$ cat src/inc/scad_pkg.sv
// constants and types for the stacked-card address decoder
// assumes an 8-bit cpu bus with 16-bit addresses and 8-bit i/o port numbers
package scad_pkg;
  // memory map
  localparam logic [15:0] SCAD_UPPER_BASE = 16'h8000;
  localparam int SCAD_ADDR_MSB = 15;
  // i/o map: parallel port pair occupies a 32-port range
  localparam logic [7:0] SCAD_PIO_BASE = 8'h40;
  localparam logic [7:0] SCAD_PIO_LAST = 8'h5F;
  // lower-region select and bank control ports (chosen in the unused range)
  localparam logic [7:0] SCAD_SEL_PORT = 8'hC0;
  localparam logic [7:0] SCAD_BANK_PORT = 8'hC1;
  // bank select field
  localparam int SCAD_BANK_W = 4;
  localparam logic [3:0] SCAD_BANK_RESET = 4'h0;
  // ram size codes: 0 = 32K (1 bank), 1 = 128K (4 banks), 2 = 512K (16 banks)
  localparam logic [1:0] SCAD_SIZE_32K = 2'h0;
  localparam logic [1:0] SCAD_SIZE_128K = 2'h1;
  localparam logic [1:0] SCAD_SIZE_512K = 2'h2;
  // parallel port layout
  localparam int SCAD_SERIAL_BIT = 7;
  localparam logic [7:0] SCAD_OUT_RESET = 8'hFF;
  // timer tick: 1 ms at 50 MHz
  localparam int SCAD_CLOCK_HZ = 50000000;
  localparam int SCAD_TICK_US = 1000;
  localparam int SCAD_TICK_CYCLES = SCAD_CLOCK_HZ / 1000000 * SCAD_TICK_US;
  localparam int SCAD_TICK_W = 16;
  // lower region source
  typedef enum logic [0:0] {
    SCAD_LOW_ROM = 1'b0,
    SCAD_LOW_RAM = 1'b1
  } scad_low_e;
  typedef struct packed {
    logic [7:0] out_latch;
    logic [7:0] in_meta;
    logic [7:0] in_sync;
    scad_low_e low_sel;
    logic [3:0] bank;
    logic [15:0] tick_cnt;
    logic tick_irq;
  } scad_state_s;
endpackage

$ cat src/scad_decoder.sv
// stacked-card address decoder, bank selector, parallel port pair and timer tick
// assumes a synchronous cpu bus on i_clock with one-cycle request strobes
//
// Overview of operation
// [RULE_01] addresses 8000-FFFF always select on-board ram
// [RULE_02] lower 32K maps to rom or banked ram
// [RULE_03] reset selects rom for lower region
// [RULE_04] bank value picks one 32K ram window
// [RULE_05] bank counts 1, 4 or 16 by ram size
// [RULE_06] port 0x40 read returns input pins, no side effect
// [RULE_07] port 0x40 write latches outputs, msb is tx
// [RULE_08] input port msb carries serial receive
// [RULE_09] software serial runs 9600 8N1 on msbs
// [RULE_10] panel card gives 1 ms tick interrupt
// [RULE_11] panel display driven only via cpu ports
// [RULE_12] ports 0x40-0x5F select port pair, others none
`timescale 1ns/1ps
`default_nettype none
module scad_decoder
  import scad_pkg::*;
#(
  parameter int TICK_CYCLES = SCAD_TICK_CYCLES
) (
  input wire logic i_clock,
  input wire logic i_reset,
  // cpu memory bus
  input wire logic [15:0] i_addr,
  input wire logic i_mem_req,
  // cpu i/o bus
  input wire logic [7:0] i_port,
  input wire logic i_io_rd,
  input wire logic i_io_wr,
  input wire logic [7:0] i_wdata,
  output logic [7:0] o_rdata,
  output logic o_rdata_valid,
  // configuration straps
  input wire logic [1:0] i_ram_size,
  input wire logic i_front_panel_card,
  // memory selects
  output logic o_ram_sel,
  output logic o_rom_sel,
  output logic o_xram_sel,
  output logic [18:0] o_xram_addr,
  // parallel port pins
  input wire logic [7:0] i_par_in,
  output logic [7:0] o_par_out,
  output logic o_output_bit_seven_pin,
  output logic o_pio_sel,
  // periodic interrupt to cpu
  output logic o_tick_irq
);

  scad_state_s state_reg;
  scad_state_s state_next;
  logic [7:0] rdata_reg;
  logic [7:0] rdata_next;
  logic valid_reg;
  logic valid_next;
  logic panel_meta_reg;
  logic panel_reg;

  // true when a port number falls in the parallel pair range
  function automatic logic pio_hit(input logic [7:0] port);
    pio_hit = (port >= SCAD_PIO_BASE) && (port <= SCAD_PIO_LAST);
  endfunction

  // mask a bank value to the fitted ram size so unused bank bits are ignored
  function automatic logic [3:0] bank_mask(input logic [3:0] b, input logic [1:0] sz);
    unique case (sz)
      SCAD_SIZE_32K: bank_mask = 4'h0;
      SCAD_SIZE_128K: bank_mask = {2'h0, b[1:0]};
      default: bank_mask = b;
    endcase
  endfunction

  // memory decode is combinational so the select settles within the bus cycle
  always_comb begin
    o_ram_sel = i_mem_req && i_addr[SCAD_ADDR_MSB]; // RULE_01
    o_rom_sel = i_mem_req && !i_addr[SCAD_ADDR_MSB] &&
      (state_reg.low_sel == SCAD_LOW_ROM); // RULE_02
    o_xram_sel = i_mem_req && !i_addr[SCAD_ADDR_MSB] &&
      (state_reg.low_sel == SCAD_LOW_RAM); // RULE_02
    o_xram_addr = {bank_mask(state_reg.bank, i_ram_size), i_addr[14:0]}; // RULE_04
    o_pio_sel = (i_io_rd || i_io_wr) && pio_hit(i_port); // RULE_12
  end

  // state update: port latch, input sync, bank control and tick counter
  always_comb begin
    state_next = state_reg;
    rdata_next = 8'h00;
    valid_next = 1'b0;
    // pins are asynchronous to the cpu clock
    state_next.in_meta = i_par_in;
    state_next.in_sync = state_reg.in_meta;
    if (i_io_wr && pio_hit(i_port)) begin
      state_next.out_latch = i_wdata; // RULE_07
    end
    if (i_io_wr && (i_port == SCAD_SEL_PORT)) begin
      state_next.low_sel = scad_low_e'(i_wdata[0]); // RULE_02
    end
    if (i_io_wr && (i_port == SCAD_BANK_PORT)) begin
      state_next.bank = bank_mask(i_wdata[3:0], i_ram_size); // RULE_05
    end
    // reads never alter state, undecoded ports read as zero
    if (i_io_rd) begin
      valid_next = 1'b1;
      if (pio_hit(i_port)) begin
        rdata_next = state_reg.in_sync; // RULE_06 RULE_08
      end else if (i_port == SCAD_SEL_PORT) begin
        rdata_next = {7'h00, state_reg.low_sel};
      end else if (i_port == SCAD_BANK_PORT) begin
        rdata_next = {4'h0, state_reg.bank};
      end
    end
    // tick runs only with the panel card fitted
    state_next.tick_irq = 1'b0;
    if (!panel_reg) begin
      state_next.tick_cnt = 16'h0000; // RULE_10
    end else if (state_reg.tick_cnt == 16'(TICK_CYCLES - 1)) begin
      state_next.tick_cnt = 16'h0000;
      state_next.tick_irq = 1'b1; // RULE_10
    end else begin
      state_next.tick_cnt = state_reg.tick_cnt + 16'h0001;
    end
  end

  // registers; reset puts rom in the lower region and idles tx high
  always_ff @(posedge i_clock) begin
    panel_meta_reg <= i_front_panel_card;
    panel_reg <= panel_meta_reg;
    if (i_reset) begin
      state_reg.out_latch <= SCAD_OUT_RESET;
      state_reg.in_meta <= 8'h00;
      state_reg.in_sync <= 8'h00;
      state_reg.low_sel <= SCAD_LOW_ROM; // RULE_03
      state_reg.bank <= SCAD_BANK_RESET;
      state_reg.tick_cnt <= 16'h0000;
      state_reg.tick_irq <= 1'b0;
      rdata_reg <= 8'h00;
      valid_reg <= 1'b0;
    end else begin
      state_reg <= state_next;
      rdata_reg <= rdata_next;
      valid_reg <= valid_next;
    end
  end

  // outputs: display and keypad are driven by software through the port pair
  assign o_par_out = state_reg.out_latch; // RULE_11
  assign o_output_bit_seven_pin = state_reg.out_latch[SCAD_SERIAL_BIT]; // RULE_07 RULE_09
  assign o_rdata = rdata_reg;
  assign o_rdata_valid = valid_reg;
  assign o_tick_irq = state_reg.tick_irq;

endmodule
`default_nettype wire

$ cat config.mk
export PLATFORM = sky130hd
export DESIGN_NAME = scad_decoder
export DESIGN_NICKNAME = d
export VERILOG_FILES = /design/src/inc/scad_pkg.sv /design/src/scad_decoder.sv
export SDC_FILE = /design/constraint.sdc
export NUM_CORES = 1
export LEC_CHECK = 0
export BUFFER_PORTS_ARGS = -buffer_cell sky130_fd_sc_hd__buf_4
export CAP_MARGIN = 20
export CORE_MARGIN = 10
export CORE_UTILIZATION = 28
export DETAILED_ROUTE_END_ITERATION = 8
export GPL_ROUTABILITY_DRIVEN = 0
export GPL_TIMING_DRIVEN = 0
export SLEW_MARGIN = 10
export SYNTH_ARGS = -nofsm -noshare
export SYNTH_HDL_FRONTEND = slang
export SYNTH_SLANG_ARGS = --single-unit
$ cat constraint.sdc
create_clock -name i_clock -period 1.9 [get_ports i_clock]
set_input_delay 0 -clock i_clock [delete_from_list [all_inputs] [get_ports i_clock]]
set_output_delay 0 -clock i_clock [all_outputs]
set_load 0.01 [all_outputs]
==> out/results.env <==
RUN_STATUS='complete, no violations'
REMAINING_DRC_ERRORS=0
CTS_BUFFERS=9
N_FILL_CELL=769
GRT_PASS1_WL_UM=8950
STD_CELL_ROWS=32
CRITICALPATHCATEGORY='register to register'
NUMBER_OF_MAX_CAP_VIOLATIONS=0
WORST_PIN_SLEW_NS=0.880
SYNTH_SEQUENTIAL_AREA_RATIO_PCT=49.9
POSTLAYOUTCOREUTIL_PCT=43.0
ROUTE.DETAILED.WL_PER_INST_UM=12.8
POSTROUTEWIRELENGTH_UM=5780
CTS_HTREE_LEVELS=3
GRT.OVERFLOW.TOTAL=0
SETUP-VIOLATIONS-FINAL=0
NON_FILLER_INSTANCE_COUNT_AFTER_LAYOUT=453
FF_LATCH_AREA_UM2=1150
POSTPLACECELLAREA_UM2=2970
TOP_LIBRARY_CELLS_BY_USAGE_IN_THE_LAYOUT_FILL_AND_TAPS_ASIDE='99 x sky130_fd_sc_hd__buf_4, 53 x sky130_fd_sc_hd__dfxtp_1, 30 x sky130_fd_sc_hd__nand2_1'
CLOCK_SINKS=57
POWER.STATIC_LEAKAGE_nW=1.43
CELL_AREA_AFTER_SYNTHESIS_UM2=2280
INITIAL_UTILIZATION_PCT=29.1
CP-START-KIND='register'
SLOWEST_CELL_ON_THE_CRITICAL_PATH='sky130_fd_sc_hd__or4_4'
FIN_SETUP_TNS_NS=0
SKEW_NS=0.00784
WORST_PATH_DOMINANT_CELL_FAMILY='simple AND/OR/NAND/NOR gates'
YS_TYPES=37
POWER_FRAC_COMB_PCT=10.0
VIA_PER_INST=4.31
TIMING.CRITICAL_PATH.SLOWEST_CELL_DELAY_NS=0.55
SYNTH_TOP_CELL_AREA_SHARE_PCT=49.9
FIN_AREA_UM2=3370
YS_TOP_CELLS_BY_AREA='sky130_fd_sc_hd__dfxtp_1 50%, sky130_fd_sc_hd__buf_4 7.6%, sky130_fd_sc_hd__nand2_1 4.9%'
TOTAL_SWITCHING_POWER_mW=0.660
ANTENNA_VIOLATING_NETS_POST_ROUTE=0
CRITICAL_PATH_BUF_INV_COUNT=1
FMAX_MHz=546
WORST-ENDPOINT-REQUIRED_NS=2.12
POWER_DENSITY_nW_PER_UM2=751
LARGEST_REGISTER_FFS=29
DESIGN_POWER_TOTAL_mW=2.53
CRITICAL_PATH.CELL_CHAIN='or4bb_1 -> or4_4 -> nand3b_4 -> buf_8 -> nor2_1'
FINAL.PERIOD_UTILIZATION_PCT=96.4
NUMBER_OF_GLOBAL_ROUTE_VIAS_BEFORE_REPAIR=1989
CLOCK_SLEW_AT_REPORTED_PATH_FFS_NS=0.07
GLOBAL_ROUTE.USAGE.TOTAL_PCT=9.26
GRT_START_MAX_NET_PINS=14
MULTI_INPUT_COMB_AREA_UM2=931
NUMBER_OF_NETS_IN_THE_FINISHED_DESIGN=395
SYN_INST=240
DRIVE_GT1_SHARE_PCT=35.3
TIMING.HOLD.WORST.CLASS='input pin to register'
CTS_TREE='built'
HPWL_UM=4290
MOST_COMMON_CELL_AFTER_LAYOUT_FILL_AND_TAPS_ASIDE='sky130_fd_sc_hd__buf_4'
TIMING.FINAL.HOLD_VIOLATIONS=0
HOLD_WS_NS=0.0436
ARRIVAL_NS=2.06
SYNTH-MAIN-FF-CELL='sky130_fd_sc_hd__dfxtp_1'
DIE_AREA_UM2=12200
DETAILEDROUTE.FIRSTITERATIONVIOLATIONS=102
CTS_ROOT_BUF='sky130_fd_sc_hd__clkbuf_8'
PLACEMENT.SETUP.WORST_SLACK_NS=0.00508
ANTENNA_FOUND_INITIAL=0
SHARE_OF_POWER_BURNED_IN_THE_CLOCK_NETWORK_PCT=41.5
WORSTSKEWPAIRLATENCY_NS=0.33
DP.CELLS=416
DETAILROUTE.VIA_COUNT=1954
SYNTH.LARGEST_AREA_CELL='sky130_fd_sc_hd__dfxtp_1'
FINAL_MAX_SLEW_VIOL_COUNT=0
PEAKVDDDROP_uV=366
DRT_FIRST_PASS_ITERS=4
CELL_INTERNAL_PWR_mW=1.87
YS.WARNINGS.COUNT=0
DIEHEIGHT_UM=110
CRIT_PATH_MAX_FANOUT=10
SYNTH_ASYNC_SR_FLOP_SHARE_PCT=0
POSTSYNTHNETCOUNT=289
RELSLEWSLACK_PCT=41.2
PER_INSTANCE_AVERAGE_AREA_AFTER_SYNTHESIS_UM2=9.52
FINAL.MIN_CLOCK_PERIOD_NS=1.83
AREA_DELTA_SYNTH_FINAL_PCT=47.7
YS_FF_LATCH=57
NETSWITCHINGFRACTION_PCT=26.0
CLOCKBUFFERDEPTH=2
PLACEABLECOREAREA_UM2=7850
DIE_X_UM=110
ANTENNADIODECOUNT=0
TOP_LEVEL_PORTS=90
WORST_SLACK_NS=0.0683
PLACEMENT.IO_BUFFERS=74
POWER_FRAC_SEQ_PCT=48.5
WORST_SETUP_END_KIND='register'
SYNTH_ENABLE_FLOP_CELLS=0
## cells in the mapped netlist, types with 2 or more instances
cell type,number
sky130_fd_sc_hd__a21oi_1,5
sky130_fd_sc_hd__a22o_1,3
sky130_fd_sc_hd__and2_1,5
sky130_fd_sc_hd__and3_1,5
sky130_fd_sc_hd__and4_1,3
sky130_fd_sc_hd__buf_4,23
sky130_fd_sc_hd__clkbuf_1,6
sky130_fd_sc_hd__dfxtp_1,57
sky130_fd_sc_hd__inv_1,3
sky130_fd_sc_hd__nand2_1,30
sky130_fd_sc_hd__nand3_1,7
sky130_fd_sc_hd__nand3b_1,9
sky130_fd_sc_hd__nand4_1,4
sky130_fd_sc_hd__nor2_1,20
sky130_fd_sc_hd__nor2b_1,17
sky130_fd_sc_hd__nor3_1,3
sky130_fd_sc_hd__nor3b_1,3
sky130_fd_sc_hd__nor4_1,2
sky130_fd_sc_hd__o211ai_1,2
sky130_fd_sc_hd__o21a_1,3
sky130_fd_sc_hd__or4_1,3
sky130_fd_sc_hd__xnor2_1,6
sky130_fd_sc_hd__xor2_1,7
## per-layer routing
layer	GRT usage, %	wire length [um]	share of wire (%)	vias to the layer above
met4	3.94	74	1.3	0
met5	0	0	0	-
met1	10.1	2360	41	871
met2	15.1	2670	46	74
met3	4.41	675	12	7
li1	-	-	-	1002
## worst paths after layout
check                 start       endpoint  slack (ns)  cells past startpoint
max            state_reg[8]  state_reg[12]        0.07                      5
min               i_port[3]     o_rdata[3]        0.04                      3
max reg2reg    state_reg[8]  state_reg[12]        0.07                      5
min reg2reg  panel_meta_reg      panel_reg        0.35                      0
## kinds of logic (layout without fill, tap and decap cells)
group | Yosys count | in the layout | share of synthesized area (%)
xor gates and xnor gates | 13 | 13 | 4.98
and+or+nand+nor | 119 | 119 | 29.7
AOI/OAI and AO/OA | 16 | 16 | 4.87
DFF | 57 | 57 | 49.9
adders and majority gates | 1 | 1 | 0.548
muxes | 1 | 1 | 0.438
buffers and inverters | 33 | 144 | 9.53
## area by class of cell
cell class                 count  area share (%)
tap                          102            3.78
sequential                    57            34.0
clock inverter                 7            1.82
inverter                       3           0.334
clock buffer                   9            3.67
timing repair buffer          95            22.5
buffer                        30            6.23
multi-input combinational    150            27.6
## power groups by stage
stage,Combinational (mW),Sequential (mW),Clock (mW)
after global routing,0.277,1.23,1.14
after CTS,0.252,1.23,1.09
after global placement,0.217,1.26,0
final,0.252,1.23,1.05
after floorplan,0.0991,1.26,0
after detailed placement,0.220,1.26,0
## worst register-to-register path, cell delays in order (launching register included)
cell	delay [ns]
sky130_fd_sc_hd__dfxtp_1	0.35
sky130_fd_sc_hd__or4bb_1	0.51
sky130_fd_sc_hd__or4_4	0.55
sky130_fd_sc_hd__nand3b_4	0.12
sky130_fd_sc_hd__buf_8	0.14
sky130_fd_sc_hd__nor2_1	0.05
## what timing repair did
item / 4_1_cts / 5_1_grt
pin swaps: 1 / 2
hold buffers: 19 / 0
cloned: 0 / 0
endpoints found under the setup margin: 6 / 10
gates resized for setup: 1 / 6
setup buffers: 0 / 2
endpoints found under the hold margin: 22 / 0
(Power assumes the default switching activity.)
